### config.mk
export PLATFORM = sky130hd
export DESIGN_NAME = pwmch_top
export DESIGN_NICKNAME = d
export VERILOG_FILES = /design/src/pwmch_pkg.sv /design/src/pwmch_core.sv /design/src/pwmch_top.sv
export SDC_FILE = /design/constraint.sdc
export NUM_CORES = 1
export LEC_CHECK = 0
export BUFFER_PORTS_ARGS = -buffer_cell sky130_fd_sc_hd__clkbuf_2
export CAP_MARGIN = 0
export CORE_UTILIZATION = 53
export CTS_BUF_LIST = sky130_fd_sc_hd__clkbuf_8
export DETAILED_ROUTE_END_ITERATION = 6
export PLACE_DENSITY_LB_ADDON = 0.25
export SETUP_SLACK_MARGIN = 0.2
export SLEW_MARGIN = 10
export SYNTH_ARGS = -nofsm -noshare
export SYNTH_HDL_FRONTEND = slang
export SYNTH_SLANG_ARGS = --single-unit
### constraint.sdc
create_clock -name aclk -period 4.22 [get_ports aclk]
set_input_delay 0.211 -clock aclk [delete_from_list [all_inputs] [get_ports aclk]]
set_output_delay 0.211 -clock aclk [all_outputs]
set_load 0.01 [all_outputs]
### src/pwmch_pkg.sv
package pwmch_pkg;
   // ==========================================
   // Register map (byte addresses)
   localparam logic [3:0] PWMCH_OFF_CONTROL = 4'h0;
   localparam logic [3:0] PWMCH_OFF_DUTY_HIGH = 4'h4;
   localparam logic [3:0] PWMCH_OFF_DUTY_LOW = 4'h8;

   // ==========================================
   // Field positions
   localparam int PWMCH_BIT_CHANNEL_ON = 7;
   localparam int PWMCH_BIT_READBACK = 5;
   localparam int PWMCH_BIT_POLARITY = 4;
   localparam int PWMCH_DUTY_LOW_MSB = 7;
   localparam int PWMCH_DUTY_LOW_LSB = 6;

   // ==========================================
   // Reset values
   localparam logic [7:0] PWMCH_RST_CONTROL = 8'h00;
   localparam logic [7:0] PWMCH_RST_DUTY_HIGH = 8'h00;
   localparam logic [1:0] PWMCH_RST_DUTY_LOW = 2'h0;
   localparam logic [9:0] PWMCH_RST_DUTY = 10'h000;

   // ==========================================
   // Bus answers
   localparam logic [1:0] PWMCH_RESP_OKAY = 2'h0;
   localparam logic [1:0] PWMCH_RESP_SLVERR = 2'h2;
   localparam logic [31:0] PWMCH_RDATA_NONE = 32'h0000_0000;
endpackage

### src/pwmch_core.sv
`timescale 1ns/100ps
module pwmch_core
   import pwmch_pkg::*;
(
   input wire logic aclk,
   input wire logic aresetn,
   input wire logic channel_on,
   input wire logic output_polarity,
   input wire logic [9:0] duty_written,
   input wire logic [7:0] period_register,
   input wire logic [7:0] period_timer_count,
   input wire logic [1:0] timer_phase,
   input wire logic timer_wrap,
   output logic pwm_signal
);
   // ==========================================
   // Double-buffered duty and raw output state
   logic [9:0] duty_buf;
   logic [9:0] next_duty_buf;
   logic raw_active;
   logic next_raw_active;
   logic [9:0] time_base;
   logic [10:0] period_span;
   logic duty_in_range;

   assign time_base = {period_timer_count, timer_phase};
   assign period_span = {1'b0, period_register, 2'b00} + 11'h004;
   // A duty at or past the full period never matches, giving 100 %
   assign duty_in_range = ({1'b0, duty_buf} < period_span);

   always_comb begin
      next_duty_buf = duty_buf;
      next_raw_active = raw_active;
      if (timer_wrap) begin
         // Buffers load only at the period match so a duty change never shows mid-period
         next_duty_buf = duty_written;
         // A zero duty keeps the output inactive across the whole period
         next_raw_active = (duty_written != PWMCH_RST_DUTY);
      end else if (raw_active && duty_in_range && (time_base == duty_buf)) begin
         next_raw_active = 1'b0;
      end
      if (!channel_on) begin
         next_raw_active = 1'b0;
      end
   end

   always_ff @(posedge aclk) begin
      if (!aresetn) begin
         duty_buf <= PWMCH_RST_DUTY;
         raw_active <= 1'b0;
         pwm_signal <= 1'b0;
      end else begin
         duty_buf <= next_duty_buf;
         raw_active <= next_raw_active;
         // Output goes to peripherals regardless of any pin driver state
         pwm_signal <= channel_on & (next_raw_active ^ output_polarity);
      end
   end
endmodule

### src/pwmch_top.sv
`timescale 1ns/100ps
// What this block does
// - PWM signal reaches internal peripherals even with pin drivers disabled.
// - Control bit 7 enables the channel when one, disables when zero.
// - Read-only control bit 5 returns the present channel output level.
// - Control bit 4 set makes output active low, clear active high.
// - Duty high register holds the eight most significant duty bits.
// - Duty low bits 7:6 hold two least significant bits; 5:0 read zero.
// - Control bit 6 and bits 3:0 always read zero.
// - Output sets when timer clears unless duty is zero, clears when time base equals buffered duty.
// - Duty at or above the period never clears the output: 100 percent.
// - Duty writes are double buffered, loading only at the period match.
// - Time base joins the 8-bit timer with two prescaled clock bits.
module pwmch_top
   import pwmch_pkg::*;
(
   input wire logic aclk,
   input wire logic aresetn,
   input wire logic [3:0] s_axi_awaddr,
   input wire logic [2:0] s_axi_awprot,
   input wire logic s_axi_awvalid,
   output logic s_axi_awready,
   input wire logic [31:0] s_axi_wdata,
   input wire logic [3:0] s_axi_wstrb,
   input wire logic s_axi_wvalid,
   output logic s_axi_wready,
   output logic [1:0] s_axi_bresp,
   output logic s_axi_bvalid,
   input wire logic s_axi_bready,
   input wire logic [3:0] s_axi_araddr,
   input wire logic [2:0] s_axi_arprot,
   input wire logic s_axi_arvalid,
   output logic s_axi_arready,
   output logic [31:0] s_axi_rdata,
   output logic [1:0] s_axi_rresp,
   output logic s_axi_rvalid,
   input wire logic s_axi_rready,
   input wire logic [7:0] period_register,
   input wire logic [7:0] period_timer_count,
   input wire logic [1:0] timer_phase,
   input wire logic timer_wrap,
   output logic pwm_signal
);
   // ==========================================
   // Register state
   logic channel_on;
   logic next_channel_on;
   logic output_polarity;
   logic next_output_polarity;
   logic [7:0] pwm_duty_high;
   logic [7:0] next_pwm_duty_high;
   logic [1:0] pwm_duty_low;
   logic [1:0] next_pwm_duty_low;
   logic [7:0] control_view;
   logic [7:0] duty_low_view;

   // ==========================================
   // Write channel state
   logic aw_held;
   logic next_aw_held;
   logic [3:0] aw_addr;
   logic [3:0] next_aw_addr;
   logic w_held;
   logic next_w_held;
   logic [7:0] w_byte;
   logic [7:0] next_w_byte;
   logic w_lane;
   logic next_w_lane;
   logic bvalid;
   logic next_bvalid;
   logic [1:0] bresp;
   logic [1:0] next_bresp;
   logic do_write;

   // ==========================================
   // Read channel state
   logic rvalid;
   logic next_rvalid;
   logic [31:0] rdata;
   logic [31:0] next_rdata;
   logic [1:0] rresp;
   logic [1:0] next_rresp;

   // ==========================================
   // Channel core
   pwmch_core i_pwmch_core (
      .aclk(aclk),
      .aresetn(aresetn),
      .channel_on(channel_on),
      .output_polarity(output_polarity),
      .duty_written({pwm_duty_high, pwm_duty_low}),
      .period_register(period_register),
      .period_timer_count(period_timer_count),
      .timer_phase(timer_phase),
      .timer_wrap(timer_wrap),
      .pwm_signal(pwm_signal)
   );

   // ==========================================
   // Read views
   always_comb begin
      control_view = 8'h00;
      control_view[PWMCH_BIT_CHANNEL_ON] = channel_on;
      control_view[PWMCH_BIT_READBACK] = pwm_signal;
      control_view[PWMCH_BIT_POLARITY] = output_polarity;
      duty_low_view = 8'h00;
      duty_low_view[PWMCH_DUTY_LOW_MSB:PWMCH_DUTY_LOW_LSB] = pwm_duty_low;
   end

   // ==========================================
   // Write path: address and data taken in either order
   assign s_axi_awready = !aw_held && !bvalid;
   assign s_axi_wready = !w_held && !bvalid;
   assign s_axi_bvalid = bvalid;
   assign s_axi_bresp = bresp;
   assign do_write = aw_held && w_held && !bvalid;

   always_comb begin
      next_aw_held = aw_held;
      next_aw_addr = aw_addr;
      next_w_held = w_held;
      next_w_byte = w_byte;
      next_w_lane = w_lane;
      next_bvalid = bvalid;
      next_bresp = bresp;
      next_channel_on = channel_on;
      next_output_polarity = output_polarity;
      next_pwm_duty_high = pwm_duty_high;
      next_pwm_duty_low = pwm_duty_low;
      if (s_axi_awvalid && s_axi_awready) begin
         next_aw_held = 1'b1;
         next_aw_addr = s_axi_awaddr;
      end
      if (s_axi_wvalid && s_axi_wready) begin
         next_w_held = 1'b1;
         next_w_byte = s_axi_wdata[7:0];
         next_w_lane = s_axi_wstrb[0];
      end
      if (do_write) begin
         next_aw_held = 1'b0;
         next_w_held = 1'b0;
         next_bvalid = 1'b1;
         next_bresp = PWMCH_RESP_OKAY;
         // Only byte lane 0 carries data; other lanes are ignored
         unique case (aw_addr)
            PWMCH_OFF_CONTROL: begin
               if (w_lane) begin
                  next_channel_on = w_byte[PWMCH_BIT_CHANNEL_ON];
                  next_output_polarity = w_byte[PWMCH_BIT_POLARITY];
               end
            end
            PWMCH_OFF_DUTY_HIGH: begin
               if (w_lane) begin
                  next_pwm_duty_high = w_byte;
               end
            end
            PWMCH_OFF_DUTY_LOW: begin
               if (w_lane) begin
                  next_pwm_duty_low = w_byte[PWMCH_DUTY_LOW_MSB:PWMCH_DUTY_LOW_LSB];
               end
            end
            default: begin
               next_bresp = PWMCH_RESP_SLVERR;
            end
         endcase
      end else if (bvalid && s_axi_bready) begin
         next_bvalid = 1'b0;
      end
   end

   always_ff @(posedge aclk) begin
      if (!aresetn) begin
         aw_held <= 1'b0;
         aw_addr <= 4'h0;
         w_held <= 1'b0;
         w_byte <= 8'h00;
         w_lane <= 1'b0;
         bvalid <= 1'b0;
         bresp <= PWMCH_RESP_OKAY;
         channel_on <= PWMCH_RST_CONTROL[PWMCH_BIT_CHANNEL_ON];
         output_polarity <= PWMCH_RST_CONTROL[PWMCH_BIT_POLARITY];
         pwm_duty_high <= PWMCH_RST_DUTY_HIGH;
         pwm_duty_low <= PWMCH_RST_DUTY_LOW;
      end else begin
         aw_held <= next_aw_held;
         aw_addr <= next_aw_addr;
         w_held <= next_w_held;
         w_byte <= next_w_byte;
         w_lane <= next_w_lane;
         bvalid <= next_bvalid;
         bresp <= next_bresp;
         channel_on <= next_channel_on;
         output_polarity <= next_output_polarity;
         pwm_duty_high <= next_pwm_duty_high;
         pwm_duty_low <= next_pwm_duty_low;
      end
   end

   // ==========================================
   // Read path: one outstanding read, data registered
   assign s_axi_arready = !rvalid;
   assign s_axi_rvalid = rvalid;
   assign s_axi_rdata = rdata;
   assign s_axi_rresp = rresp;

   always_comb begin
      next_rvalid = rvalid;
      next_rdata = rdata;
      next_rresp = rresp;
      if (s_axi_arvalid && !rvalid) begin
         next_rvalid = 1'b1;
         next_rresp = PWMCH_RESP_OKAY;
         // Readback samples the output level at the moment of the read
         unique case (s_axi_araddr)
            PWMCH_OFF_CONTROL: begin
               next_rdata = {24'h000000, control_view};
            end
            PWMCH_OFF_DUTY_HIGH: begin
               next_rdata = {24'h000000, pwm_duty_high};
            end
            PWMCH_OFF_DUTY_LOW: begin
               next_rdata = {24'h000000, duty_low_view};
            end
            default: begin
               next_rdata = PWMCH_RDATA_NONE;
               next_rresp = PWMCH_RESP_SLVERR;
            end
         endcase
      end else if (rvalid && s_axi_rready) begin
         next_rvalid = 1'b0;
      end
   end

   always_ff @(posedge aclk) begin
      if (!aresetn) begin
         rvalid <= 1'b0;
         rdata <= PWMCH_RDATA_NONE;
         rresp <= PWMCH_RESP_OKAY;
      end else begin
         rvalid <= next_rvalid;
         rdata <= next_rdata;
         rresp <= next_rresp;
      end
   end
endmodule

Word level (Yosys, flattened, before mapping)
Index checks and enable logic that the tools add are counted.

word-level totals
  input bits = 76
  flip-flop bits (word level) = 77
  word-level logic and storage cells = 63
  output and inout port bits = 42

operators by class
  reductions and logical operators = 26
  bitwise logic cells = 3
  magnitude comparators = 1
  equality and inequality tests = 5
  $add $sub $neg = 1
  mux-type cells = 10

operators by type and width
  operator               count
  $pmux 8 s3             1
  $add 10x3->11 const B  1
  $logic_and 1x1->1      11
  $lt 10x11->1           1
  $eq 10x10->1           1
  $reduce_bool 10->1     1
  $reduce_and 3->1       3
  $eq 4x3->1 const B     2
  $eq 4x4->1 const B     2
  $logic_not 4->1        2
  $mux 1                 7
  $reduce_or 3->1        2
  $logic_not 1->1        4
  $mux 2                 2
  $reduce_bool 2->1      2
  $reduce_or 2->1        1
  $and 1x1->1            1
  $not 1->1              1
  $xor 1x1->1            1

Longest topological paths before layout
Gate-level depths: netlist of run 1.

  depth in word-level cells = 9
  mapped depth = 9
  mapped depth without buffers = 9

Modules after synthesis
A second synthesis of run 1 with hierarchy kept.

unflattened totals
  cell total of the unflattened synthesis = 297
  area total of the unflattened synthesis = 2792.7 µm²

modules (own cells, without submodules)
  module      cells each  times used  area each (µm²)
  pwmch_top   201         1           1856.8
  pwmch_core  96          1           935.9

Worst setup path after synthesis of run 1
No wires, ideal clock.

  path kind = input to register
  start point = input period_register[0]
  end point = register i_pwmch_core.pwm_signal
  path buffers = 0
  arrival time = 2030 ps
  setup slack = 2068 ps
  data required time = 4098 ps
  stages on the path = 8
  cells stage by stage = ha_1 -> nand4_1 -> xor2_1 -> ha_1 -> a2111oi_0 -> nand3b_1 -> a41o_1 -> a311o_1

on the way
  word-level cells in the longest chain between the ends = 9

ends and longest elaborated chain
  item                             line              text
  start, declared                  pwmch_top.sv:38   input wire logic [7:0] period_register,
  $add 10x3->11                    pwmch_core.sv:27  assign period_span = {1'b0, period_register, 2'b00} + 11'h004;
  $lt 10x11->1                     pwmch_core.sv:29  assign duty_in_range = ({1'b0, duty_buf} < period_span);
  $logic_and 1x1->1 (2 in series)  pwmch_core.sv:39  end else if (raw_active && duty_in_range && (time_base == duty_buf)) begin
  $mux 1                           pwmch_core.sv:39
  $mux 1                           pwmch_core.sv:34  if (timer_wrap) begin
  $mux 1                           pwmch_core.sv:42  if (!channel_on) begin
  $xor 1x1->1                      pwmch_core.sv:56  pwm_signal <= channel_on & (next_raw_active ^ output_polarity);
  $and 1x1->1                      pwmch_core.sv:56
  end signal, assigned             pwmch_core.sv:56
  end, declared                    pwmch_core.sv:14  output logic pwm_signal

No other way between the ends.
A chain may end at the register's enable or synchronous reset.

Worst setup path after layout of run 1
Ends and elaborated chain as after synthesis.

==> qor.csv, run 1 <==
stage;metric;value;unit
synth;mean cell area of the mapped netlist;9.52;um^2
route;DR pass1 iterations;4;
timing;final clock period utilization by the worst path;0.525;
timing;sum of negative setup slack;0;ns
synth;fraction of registers with async set or reset after synthesis;0;
run_status;result of the run;finished clean;
timing;count of final setup violators;0;
worst_setup_path;CP cell instances;clkbuf_2 > ha_1 > nand4_1 > xor2_1 > ha_1 > a2111oi_0 > nand3b_1 > a41o_1 > a311o_1;
synth;synthesized area;0.00272;mm^2
clock_network;total of cells resized after clock tree synthesis;0;
floorplanning;height of the chip;73.7;um
timing;Least-Margin Pin Slew;0.798;ns
timing;max_slew headroom;0.468;
worst_setup_path;data arrival time of the critical path;2.40;ns
layout;net count reported at finish;424;
floorplanning;die span in x;73.7;um
hold_path;Endpoint, Worst Hold;w_lane;
worst_setup_path;critical path start-end classification;primary input to flip-flop;
synth;post-synthesis sequential element count;51;
clock_network;count of hold buffers inserted by post-cts repair;0;
worst_setup_path;element type at the critical path end;flip-flop;
synth;number of synthesized flops with an enable pin;0;
layout;Antenna diodes;0;
timing;hold slack;0.143;ns
floorplanning;num rows;25;
route;DRC violation count after routing;0;
floorplanning;core outline area;0.00485;mm^2
global_routing;vias in the first global route;1809;
clock_network;number of buffers inserted during clock tree synthesis;5;
worst_setup_path;crit path max-delay cell type;a2111oi_0;
floorplanning;die area;0.00543;mm^2
synth;warnings from Yosys;0;
clock_network;clock latency on the worst-skew pair;0.30;ns
route;detailed router's first-iteration violation count;64;
worst_setup_path;FF-to-FF path depth;5;
placement;GP Congestion;0.778;
placement;Port Buffer Count;58;
timing;number of slew-limit violations in the final report;0;
global_routing;GRT Util Overall;0.198;
route;total vias in the final route;1985;
route;total detailed-routing wirelength;5.02;mm
timing;Final Critical Period;2.22;ns
power_and_ir_drop;maximum vdd ir drop;203;uV
route;Avg WL per Cell;12.3;um
clock_network;number of levels the H-tree was split into;2;
clock_network;post-CTS setup buffers;0;
timing;Max Clock Skew;0.00976;ns
worst_setup_path;setup slack on the worst flop-to-flop path;2.26;ns
hold_path;cell count of the worst hold path;3;
job;number of max-capacitance violations reported;0;
power_and_ir_drop;Static Leak;1.41;nW
global_routing;global-route wire length before repair;8.17;mm
worst_setup_path;cell repeated most along the worst path;ha_1;
floorplanning;initial cell density of the core;0.562;
route;Via-to-Cell Ratio;4.87;
worst_setup_path;r2r endpoint;i_pwmch_core.pwm_signal;
timing;Fmax;451;MHz
clock_network;clk sinks;51;
hold_path;startpoint of the lowest-slack hold path;s_axi_wstrb[0];
synth;Synth cell types;46;
layout;Syn-to-layout area delta;12.1;%
worst_setup_path;maximum net fanout on the critical path;5;
worst_setup_path;endpoint required time on the critical path;4.41;ns
worst_setup_path;source of the worst register-to-register timing path;i_pwmch_core.duty_buf[8];
clock_network;root buffer cell;clkbuf_8;
worst_setup_path;slowest cell delay on critical path;0.44;ns
synth;ys flop type;dfxtp_1;
synth;sequential cell area fraction in the yosys report;0.375;
global_routing;largest net degree at the start of global routing;53;
timing;unrepaired setup endpoints after global routing;false;
global_routing;total congestion overflow after global routing;0;
synth;cells after synthesis;286;
global_routing;initial antenna violation count;0;
route;antenna-violating nets left;0;
hold_path;Hold Path Class;primary input to flip-flop;
power_and_ir_drop;power per cell area;299;mW/mm^2
clock_network;post-CTS clock slew at the launch and capture registers of the worst setup and hold paths;0.08;ns
placement;Final HPWL DP;3.69;mm
layout;share of layout cells above drive strength 1;0.217;
clock_network;CTS tree;built;
timing;final number of hold-violating endpoints;0;
worst_setup_path;Worst Setup Start Kind;primary input;
floorplanning;I/O Pins;118;
power_and_ir_drop;power consumption;0.914;mW
clock_network;buffer levels on the longest clock path;2;
routing by layer:
metal	wire (um)	vias to the layer above	track usage	part of all wire
li1	-	1044	-	-
met1	2500	876	0.253	0.50
met2	2230	57	0.320	0.44
met3	198	8	0.0453	0.039
met4	82	0	0.0855	0.016
met5	0	-	0	0
cell usage in the layout, fill, tap and decap left out, drive strengths merged, types with 2 or more instances in the layout:
cell type / instances
a21boi: 10
a21oi: 3
o21ai: 5
clkbuf: 65
nor4b: 2
conb: 26
nand2: 30
o21a: 2
and2: 3
a2111oi: 3
nor4: 4
dfxtp: 51
a22oi: 8
ha: 8
nand3: 4
nand3b: 4
nor2b: 37
mux2i: 28
xor2: 15
o211a: 2
nand4: 2
inv: 6
mux2: 2
and3b: 2
nor2: 5
metrics by stage:
stage          worst slack (ns)  std cells  cell area (um^2)  utilization
2_1_floorplan              2.07        311              2820            -
3_3_place_gp               1.70        400              2950        0.609
3_5_place_dp               1.65        400              2950        0.609
4_1_cts                    1.97        408              3050        0.630
5_1_grt                    1.83        408              3050        0.630
6_report                   2.00        408              3050        0.630
critical path: cells and delay by family:
| kind | cells | cell delay, ns |
|---|---|---|
| XOR/XNOR | 1 | 0.16 |
| adder cells (fa/ha/maj) | 2 | 0.59 |
| buffers and inverters | 1 | 0.14 |
| AND/OR/NAND/NOR | 2 | 0.37 |
| AO/OA/AOI/OAI | 3 | 0.94 |
area by class of cell:
| class | count | area, um^2 |
|---|---|---|
| multi-input cells | 219 | 1540 |
| inverters | 5 | 18.8 |
| repair buffers | 58 | 290 |
| flip-flops and latches | 51 | 1020 |
| fillers | 429 | 1790 |
| clock inverters | 1 | 3.75 |
| clock buffers | 7 | 96.3 |
| well taps | 67 | 83.8 |
cell families (layout without fill, tap and decap cells):
| group | Yosys count | in the layout | synth area share |
|---|---|---|---|
| and+or+nand+nor | 99 | 99 | 0.206 |
| DFF | 51 | 51 | 0.375 |
| buffers and inverters | 41 | 71 | 0.0942 |
| AOI/OAI and AO/OA | 40 | 40 | 0.124 |
| muxes | 30 | 30 | 0.111 |
| xor gates and xnor gates | 16 | 16 | 0.0514 |
| adders and majority gates | 8 | 8 | 0.0367 |
| other | 1 | 26 | 0.00138 |
sequential cells by signal, indices dropped and copies added, names as in the netlist, 2 cells and up:
signal	count
s_axi_rdata	8
aw_addr	4
w_byte	8
pwm_duty_high	8
i_pwmch_core.duty_buf	10
pwm_duty_low	2
worst max path at each step:
| stage | end | cells past startpoint | from |
|---|---|---|---|
| 2_1_floorplan | i_pwmch_core.pwm_signal | 8 | period_register[0] |
| 5_1_grt | i_pwmch_core.pwm_signal | 9 | period_register[0] |
| 4_1_cts | i_pwmch_core.pwm_signal | 9 | period_register[0] |
| 6_report | i_pwmch_core.pwm_signal | 9 | period_register[0] |
| 3_3_place_gp | i_pwmch_core.pwm_signal | 9 | period_register[0] |
| 3_5_place_dp | i_pwmch_core.pwm_signal | 9 | period_register[0] |
where the power goes:
group | leakage (nW) | switching, mW | total, mW | internal, mW
clock | 0.0557 | 0.150 | 0.297 | 0.147
sequential | 0.414 | 0.00965 | 0.503 | 0.494
combinational | 0.941 | 0.0640 | 0.113 | 0.0490
Yosys cell counts, types with 2 or more instances:
cell type  count  area [um^2]
a21oi_1        3         15.0
xor2_1        15          131
nor4_1         4         25.0
nand2_1       30          113
mux2_2         2         22.5
nand3_1        4         20.0
mux2i_1       28          280
a21boi_0      10         75.1
and3b_1        2         17.5
dfxtp_1       51         1020
nand3b_1       4         30.0
nor2_1         5         18.8
o21ai_0        4         20.0
ha_1           8          100
buf_4         27          203
and2_1         2         12.5
inv_1          5         18.8
o21a_1         2         15.0
a22oi_1        8         60.1
o211a_1        2         20.0
nor2b_1       37          231
nand4_1        2         12.5
clkbuf_1       8         30.0
No activity file was read; power rests on OpenSTA's default activity.
==> inputs of run 2 (changes only) <==
Settings changed: CORE_UTILIZATION 53 to 44.
Clock period 4.22 ns to 1.97 ns, I/O delays scaled along.
==> run 2 against run 1 <==
Via count grew 3.6%. Cell count up 4.7%. Die area grew 20%. Final area up 6.8%. Sequential power up 110%. Global-route usage decreased by 3.1 points. First-iteration DRC count decreased by 7.8%. Clock skew is 0.0064 ns lower. Register-to-register slack got worse by 2.0 ns. Hold slack got worse by 0.12 ns. Combinational power grew 140%. Clock power grew 130%. Critical endpoint unchanged. Largest cell class unchanged.
==> qor.csv, run 2 (synthesis results as in run 1) <==
stage;metric;value;unit;change
run_status;result of the run;finished clean;;unchanged
layout;most common library cell in the layout ignoring fill and taps;clkbuf_2;;unchanged
clock_network;post-CTS setup buffers;0;;unchanged
layout;non-filler instance count after layout;427;;was 408
placement;Final HPWL DP;3.99;mm;was 3.69 mm
power_and_ir_drop;Static Leak;1.48;nW;was 1.41 nW
route;detailed router's first-iteration violation count;59;;was 64
timing;sum of negative setup slack;0;ns;unchanged
clock_network;CTS tree;built;;unchanged
timing;Final Critical Period;1.72;ns;
route;Via-to-Cell Ratio;4.82;;was 4.87
route;met3 WL post-DR;221;um;was 198 um
worst_setup_path;slowest cell delay on critical path;0.28;ns;was 0.44 ns
clock_network;clock latency on the worst-skew pair;0.29;ns;was 0.30 ns
worst_setup_path;crit path max-delay cell type;a2111oi_4;;was a2111oi_0
route;detailed-route wire length on metal 1;2.45;mm;was 2.50 mm
floorplanning;die span in x;80.7;um;was 73.7 um
route;DRC violation count after routing;0;;unchanged
worst_setup_path;CP cell instances;clkbuf_2 > and2_4 > nand4_1 > xor2_2 > ha_4 > a2111oi_4 > nand3b_1 > buf_6 > a2111oi_4 > a311o_1;;was clkbuf_2 > ha_1 > nand4_1 > xor2_1 > ha_1 > a2111oi_0 > nand3b_1 > a41o_1 > a311o_1
worst_setup_path;critical path start-end classification;primary input to flip-flop;;unchanged
power_and_ir_drop;power per cell area;623;mW/mm^2;was 299 mW/mm^2
route;DR pass1 iterations;4;;unchanged
route;antenna-violating nets left;0;;unchanged
worst_setup_path;cell repeated most along the worst path;a2111oi_4;;was ha_1
timing;Max Clock Skew;0.00331;ns;was 0.00976 ns
timing;final number of hold-violating endpoints;0;;unchanged
route;top layer reached by signal wires;met4;;unchanged
job;number of max-capacitance violations reported;0;;unchanged
timing;Least-Margin Pin Slew;0.658;ns;was 0.798 ns
floorplanning;die area;0.00651;mm^2;was 0.00543 mm^2
clock_network;clk sinks;51;;unchanged
worst_setup_path;maximum net fanout on the critical path;4;;was 5
worst_setup_path;endpoint required time on the critical path;2.22;ns;was 4.41 ns
worst_setup_path;Worst Setup Start Kind;primary input;;unchanged
worst_setup_path;data arrival time of the critical path;1.96;ns;was 2.40 ns
clock_network;root buffer cell;clkbuf_8;;unchanged
layout;final std cell area, no fill;0.00326;mm^2;was 0.00305 mm^2
worst_setup_path;family of cells with the greatest summed delay on the critical path;compound AO/OA/AOI/OAI gates;;unchanged
layout;share of layout cells above drive strength 1;0.281;;was 0.217
route;amount of wire on met2 after detailed routing;2.45;mm;was 2.23 mm
worst_setup_path;WP buf/inv;2;;was 1
route;total detailed-routing wirelength;5.22;mm;was 5.02 mm
placement;Post-Place Cells;420;;was 400
worst_setup_path;element type at the critical path end;flip-flop;;unchanged
layout;layout filler cell count;578;;was 429
placement;Placed Area;0.00308;mm^2;was 0.00295 mm^2
placement;Port Buffer Count;58;;unchanged
layout;largest register by flop count;i_pwmch_core.duty_buf;;unchanged
global_routing;total congestion overflow after global routing;0;;unchanged
timing;final clock period utilization by the worst path;0.871;;
layout;net count reported at finish;436;;was 424
timing;max_slew headroom;0.560;;was 0.468
route;total vias in the final route;2057;;was 1985
route;Avg WL per Cell;12.2;um;was 12.3 um
global_routing;initial antenna violation count;0;;unchanged
clock_network;number of buffers inserted during clock tree synthesis;5;;unchanged
floorplanning;core outline area;0.00596;mm^2;was 0.00485 mm^2
timing;number of slew-limit violations in the final report;0;;unchanged
clock_network;number of levels the H-tree was split into;2;;unchanged
placement;GP Congestion;0.723;;was 0.778
global_routing;global-route wire length before repair;8.40;mm;was 8.17 mm
floorplanning;num rows;28;;was 25
floorplanning;initial cell density of the core;0.457;;was 0.562
global_routing;GRT Util Overall;0.168;;was 0.198
hold_path;Hold Path Class;primary input to flip-flop;;unchanged
timing;Fmax;583;MHz;
global_routing;vias in the first global route;1871;;was 1809
clock_network;count of hold buffers inserted by post-cts repair;0;;unchanged
clock_network;post-CTS clock slew at the launch and capture registers of the worst setup and hold paths;0.09;ns;was 0.08 ns
timing;unrepaired setup endpoints after global routing;true;;was false
global_routing;largest net degree at the start of global routing;47;;was 53
layout;Largest register FFs;10;;unchanged
layout;commonest cells after routing, fill and taps aside;clkbuf_2, dfxtp_1, nor2b_1;;unchanged
timing;count of final setup violators;0;;unchanged
power_and_ir_drop;maximum vdd ir drop;425;uV;was 203 uV
floorplanning;I/O Pins;118;;unchanged
clock_network;buffer levels on the longest clock path;2;;unchanged
layout;Syn-to-layout area delta;19.7;%;was 12.1%
layout;Antenna diodes;0;;unchanged
floorplanning;height of the chip;80.7;um;was 73.7 um
-- run 2: cell types whose count changed in the layout (fill, tap and decap cells not counted), moves of 2 or more --
cell / delta
ha_4: +3
ha_1: -5
xor2_2: +2
xor2_1: -2
ha_2: +2
buf_4: +12
clkbuf_8: -2
dfxtp_1: -2
dfxtp_2: +2
-- run 2: timing repair --
action	4_1_cts	5_1_grt
gates resized for setup	2	14
pin swaps	0	9
setup endpoints to repair	1	2
cloned	0	0
-- run 2: area by class of cell --
class                   instances  area [um^2]  share of cell area
repair buffers                 70          387               0.119
well taps                      75         93.8              0.0288
flip-flops and latches         51         1020               0.314
clock inverters                 2         33.8              0.0104
clock buffers                   5         68.8              0.0211
inverters                       5         18.8             0.00576
multi-input cells             219         1640               0.502
-- run 2: final timing paths --
path         slack (ns)                      end  cells after the start                     start
max reg2reg        0.27  i_pwmch_core.pwm_signal                      7  i_pwmch_core.duty_buf[4]
min                0.02                w_byte[7]                      3            s_axi_wdata[7]
min reg2reg        0.47                w_byte[1]                      2                 w_byte[1]
max                0.25  i_pwmch_core.pwm_signal                     10        period_register[3]
-- run 2: per-layer routing --
layer,vias up,track usage
li1,1065,-
met1,921,0.212
met2,61,0.283
met3,10,0.0307
met4,0,0.0589
met5,-,0
-- run 2: worst register-to-register path, cell delays in order, from the launching register on --
cell and delay, ns:
dfxtp_1 0.35, ha_1 0.31, a21oi_1 0.13, a21oi_1 0.07, nand3b_1 0.20, buf_6 0.16
a2111oi_4 0.28, a311o_1 0.14
-- run 2: where the power goes --
group / total, mW / switching [mW] / internal (mW)
registers: 1.08 / 0.0211 / 1.06
clock network: 0.684 / 0.316 / 0.367
logic: 0.269 / 0.146 / 0.123
-- run 2: through the flow --
| step | setup WS, ns | total power [mW] | hold slack, ns | util |
|---|---|---|---|---|
| after floorplan | 0.0400 | 1.30 | 0.236 | - |
| after detailed placement | -0.0965 | 1.36 | 0.338 | 0.517 |
| final | 0.254 | 2.03 | 0.0249 | 0.547 |
| after global placement | -0.0755 | 1.36 | 0.331 | 0.517 |
| after global routing | 0.155 | 2.13 | 0.0310 | 0.547 |
| after CTS | 0.207 | 2.04 | 0.0146 | 0.535 |
==> inputs of run 3 (changes only) <==
Settings changed: CORE_UTILIZATION 44 to 53, SYNTH_HIERARCHICAL from default to 1.
Clock period 1.97 ns to 2 ns, I/O delays scaled along.
==> run 3 against run 2 <==
Area after synthesis rose by 2.5%. Register-to-register slack about the same. Power decreased by 3.9%. Count of clock-buffer cells in the layout increased by 1. Synthesized cell count is 3.8% higher. Flip-flop and latch count did not move. Largest cell class unchanged.
==> qor.csv, run 3 <==
stage;metric;value;unit;change
layout;final std cell area, no fill;0.00332;mm^2;was 0.00326 mm^2
worst_setup_path;Worst Setup Start Kind;primary input;;unchanged
clock_network;count of hold buffers inserted by post-cts repair;0;;unchanged
clock_network;clock latency on the worst-skew pair;0.30;ns;was 0.29 ns
timing;number of slew-limit violations in the final report;0;;unchanged
timing;final number of hold-violating endpoints;0;;unchanged
route;Via-to-Cell Ratio;5.10;;was 4.82
worst_setup_path;endpoint required time on the critical path;2.19;ns;was 2.22 ns
timing;Final Critical Period;1.73;ns;
clock_network;number of levels the H-tree was split into;2;;unchanged
timing;Least-Margin Pin Slew;0.622;ns;was 0.658 ns
synth;ys flop type;dfxtp_1;;unchanged
synth;most instantiated cells after synthesis;dfxtp_1, mux2i_1, buf_4;;was dfxtp_1, nor2b_1, nand2_1
layout;share of layout cells above drive strength 1;0.298;;was 0.281
hold_path;cell count of the worst hold path;3;;unchanged
worst_setup_path;data arrival time of the critical path;1.92;ns;was 1.96 ns
timing;Max Clock Skew;0.00767;ns;was 0.00331 ns
synth;leading cell type by number of instances after synthesis;dfxtp_1;;unchanged
floorplanning;core outline area;0.00507;mm^2;was 0.00596 mm^2
timing;final clock period utilization by the worst path;0.867;;
synth;sequential cell area fraction in the yosys report;0.366;;was 0.375
layout;Finished Core Util;0.654;;was 0.547
clock_network;CTS tree;built;;unchanged
run_status;result of the run;finished clean;;unchanged
worst_setup_path;WP buf/inv;1;;was 2
layout;layout filler cell count;453;;was 578
global_routing;largest net degree at the start of global routing;32;;was 47
synth;post-synthesis sequential element count;51;;unchanged
hold_path;startpoint of the lowest-slack hold path;s_axi_wdata[4];;was s_axi_wdata[7]
power_and_ir_drop;power per cell area;588;mW/mm^2;was 623 mW/mm^2
route;antenna-violating nets left;0;;unchanged
placement;Port Buffer Count;58;;unchanged
placement;Placed Area;0.00313;mm^2;was 0.00308 mm^2
hold_path;Hold Path Class;primary input to flip-flop;;unchanged
route;total detailed-routing wirelength;5.48;mm;was 5.22 mm
floorplanning;height of the chip;74.6;um;was 80.7 um
floorplanning;die area;0.00556;mm^2;was 0.00651 mm^2
synth;leading cell types by total area after synthesis;dfxtp_1, mux2i_1, buf_4, xor2_1, ha_1;;was dfxtp_1, mux2i_1, nor2b_1, buf_4, xor2_1
worst_setup_path;CP cell instances;buf_6 > ha_4 > nand4_1 > xor2_2 > ha_4 > a2111oi_4 > nand3b_1 > a41o_1 > a311o_1;;was clkbuf_2 > and2_4 > nand4_1 > xor2_2 > ha_4 > a2111oi_4 > nand3b_1 > buf_6 > a2111oi_4 > a311o_1
worst_setup_path;element type at the critical path end;flip-flop;;unchanged
floorplanning;num rows;26;;was 28
worst_setup_path;FF-to-FF path depth;6;;was 7
synth;share of the synthesized area in the top cell type;0.366;;was 0.375
synth;number of synthesized flops with an enable pin;0;;unchanged
route;DRC violation count after routing;0;;unchanged
floorplanning;die span in x;74.6;um;was 80.7 um
worst_setup_path;setup slack on the worst flop-to-flop path;0.27;ns;about the same
worst_setup_path;source of the worst register-to-register timing path;i_pwmch_core/duty_buf[7];;was i_pwmch_core.duty_buf[4]
timing;max_slew headroom;0.580;;was 0.560
job;number of max-capacitance violations reported;0;;unchanged
route;detailed router's first-iteration violation count;116;;was 59
global_routing;total congestion overflow after global routing;0;;unchanged
timing;unrepaired setup endpoints after global routing;true;;unchanged
layout;largest register by flop count;i_pwmch_core/duty_buf;;was i_pwmch_core.duty_buf
power_and_ir_drop;Static Leak;1.44;nW;was 1.48 nW
hold_path;Endpoint, Worst Hold;w_byte[4];;was w_byte[7]
power_and_ir_drop;maximum vdd ir drop;454;uV;was 425 uV
layout;Antenna diodes;0;;unchanged
synth;cells after synthesis;297;;was 286
synth;warnings from Yosys;6;;was 0
synth;Synth cell types;51;;was 46
worst_setup_path;slowest cell delay on critical path;0.32;ns;was 0.28 ns
timing;count of final setup violators;0;;unchanged
layout;Register Area;0.00103;mm^2;was 0.00102 mm^2
layout;commonest cells after routing, fill and taps aside;clkbuf_2, dfxtp_1, mux2i_1;;was clkbuf_2, dfxtp_1, nor2b_1
clock_network;number of buffers inserted during clock tree synthesis;5;;unchanged
worst_setup_path;crit path max-delay cell type;a311o_1;;was a2111oi_4
synth;synthesized area;0.00279;mm^2;was 0.00272 mm^2
layout;Largest register FFs;10;;unchanged
worst_setup_path;critical path start-end classification;primary input to flip-flop;;unchanged
placement;GP Congestion;0.809;;was 0.723
global_routing;GRT Util Overall;0.209;;was 0.168
layout;most common library cell in the layout ignoring fill and taps;clkbuf_2;;unchanged
clock_network;post-CTS clock slew at the launch and capture registers of the worst setup and hold paths;0.09;ns;about the same
synth;cell type contributing the most total cell area after synthesis;dfxtp_1;;unchanged
layout;Syn-to-layout area delta;18.9;%;was 19.7%
layout;net count reported at finish;450;;was 436
clock_network;root buffer cell;clkbuf_8;;unchanged
floorplanning;I/O Pins;118;;unchanged
layout;total area of multi-input combinational cells;0.00166;mm^2;was 0.00164 mm^2
worst_setup_path;maximum net fanout on the critical path;4;;unchanged
global_routing;global-route wire length before repair;8.90;mm;was 8.40 mm
placement;Final HPWL DP;4.26;mm;was 3.99 mm
synth;mean cell area of the mapped netlist;9.40;um^2;was 9.52 um^2
worst_setup_path;r2r endpoint;i_pwmch_core/pwm_signal;;was i_pwmch_core.pwm_signal
clock_network;clk sinks;51;;unchanged
floorplanning;initial cell density of the core;0.550;;was 0.457
clock_network;buffer levels on the longest clock path;2;;unchanged
route;total vias in the final route;2223;;was 2057
timing;Fmax;577;MHz;
synth;fraction of registers with async set or reset after synthesis;0;;unchanged
route;DR pass1 iterations;4;;unchanged
worst_setup_path;family of cells with the greatest summed delay on the critical path;compound AO/OA/AOI/OAI gates;;unchanged
route;Avg WL per Cell;12.6;um;was 12.2 um
global_routing;vias in the first global route;2051;;was 1871
worst_setup_path;cell repeated most along the worst path;ha_4;;was a2111oi_4
global_routing;initial antenna violation count;0;;unchanged
[run 3: cell count changes in the layout (fill, tap and decap cells not counted), moves of 5 or more]
cell and change:
nor2b_1 -25, nor2_1 +20, nand3_1 +7, a21boi_0 -10, a21oi_1 +10, a22oi_1 -8
mux2i_1 +5
[run 3: final cells by class]
class                      instances  area share
multi-input combinational        228       0.499
sequential                        51       0.309
timing repair buffer              74       0.132
tap                               70      0.0264
clock buffer                       6      0.0249
inverter                           6     0.00678
clock inverter                     1     0.00151
[run 3: kinds of logic (layout without fill, tap and decap cells)]
group / Yosys count / after routing / share of synthesized area
adders and majority gates: 8 / 8 / 0.0358
and+or+nand+nor: 104 / 104 / 0.209
other: 1 / 26 / 0.00134
DFF: 51 / 51 / 0.366
xor gates and xnor gates: 16 / 16 / 0.0502
AOI/OAI and AO/OA: 39 / 39 / 0.104
buffers and inverters: 43 / 87 / 0.107
muxes: 35 / 35 / 0.126
[run 3: repair_timing]
item,CTS,global route
setup buffers,0,1
resized for setup,2,20
pin swaps,0,10
endpoints found under the setup margin,1,1
[run 3: how the worst max path moves through the flow]
stage	end	cells past startpoint	slack, ns	from
after floorplan	i_pwmch_core/pwm_signal	9	0.07	period_register[3]
after global placement	i_pwmch_core/pwm_signal	10	-0.10	period_register[0]
after global routing	i_pwmch_core/pwm_signal	10	0.16	period_register[2]
after detailed placement	i_pwmch_core/pwm_signal	10	-0.13	period_register[0]
after CTS	i_pwmch_core/pwm_signal	10	0.21	period_register[0]
final	i_pwmch_core/pwm_signal	9	0.27	period_register[1]
[run 3: where the power goes]
| group | switching, mW | internal (mW) | total (mW) |
|---|---|---|---|
| Clock | 0.313 | 0.272 | 0.585 |
| Sequential | 0.0318 | 1.04 | 1.07 |
| Combinational | 0.155 | 0.140 | 0.295 |
[run 3: worst min-delay path: stages]
cell and delay (ns):
clkbuf_2 0.08, mux2i_1 0.05, nor2_1 0.07
[run 3: metrics by stage]
stage / power [mW] / std cells / worst slack (ns) / TNS, ns / hold WS (ns)
6_report: 1.95 / 436 / 0.266 / 0 / 0.0346
5_1_grt: 2.05 / 436 / 0.165 / 0 / 0.0291
4_1_cts: 1.96 / 435 / 0.207 / 0 / 0.0308
3_5_place_dp: 1.38 / 428 / -0.134 / -0.142 / 0.343
3_3_place_gp: 1.37 / 428 / -0.102 / -0.102 / 0.333
2_1_floorplan: 1.31 / 322 / 0.0685 / 0 / 0.228
[run 3: per-layer routing]
layer,wire [um],up-vias,GRT usage
li1,-,1128,-
met1,2570,1038,0.266
met2,2690,53,0.363
met3,194,4,0.0366
met4,33,0,0.0545
met5,0,-,0
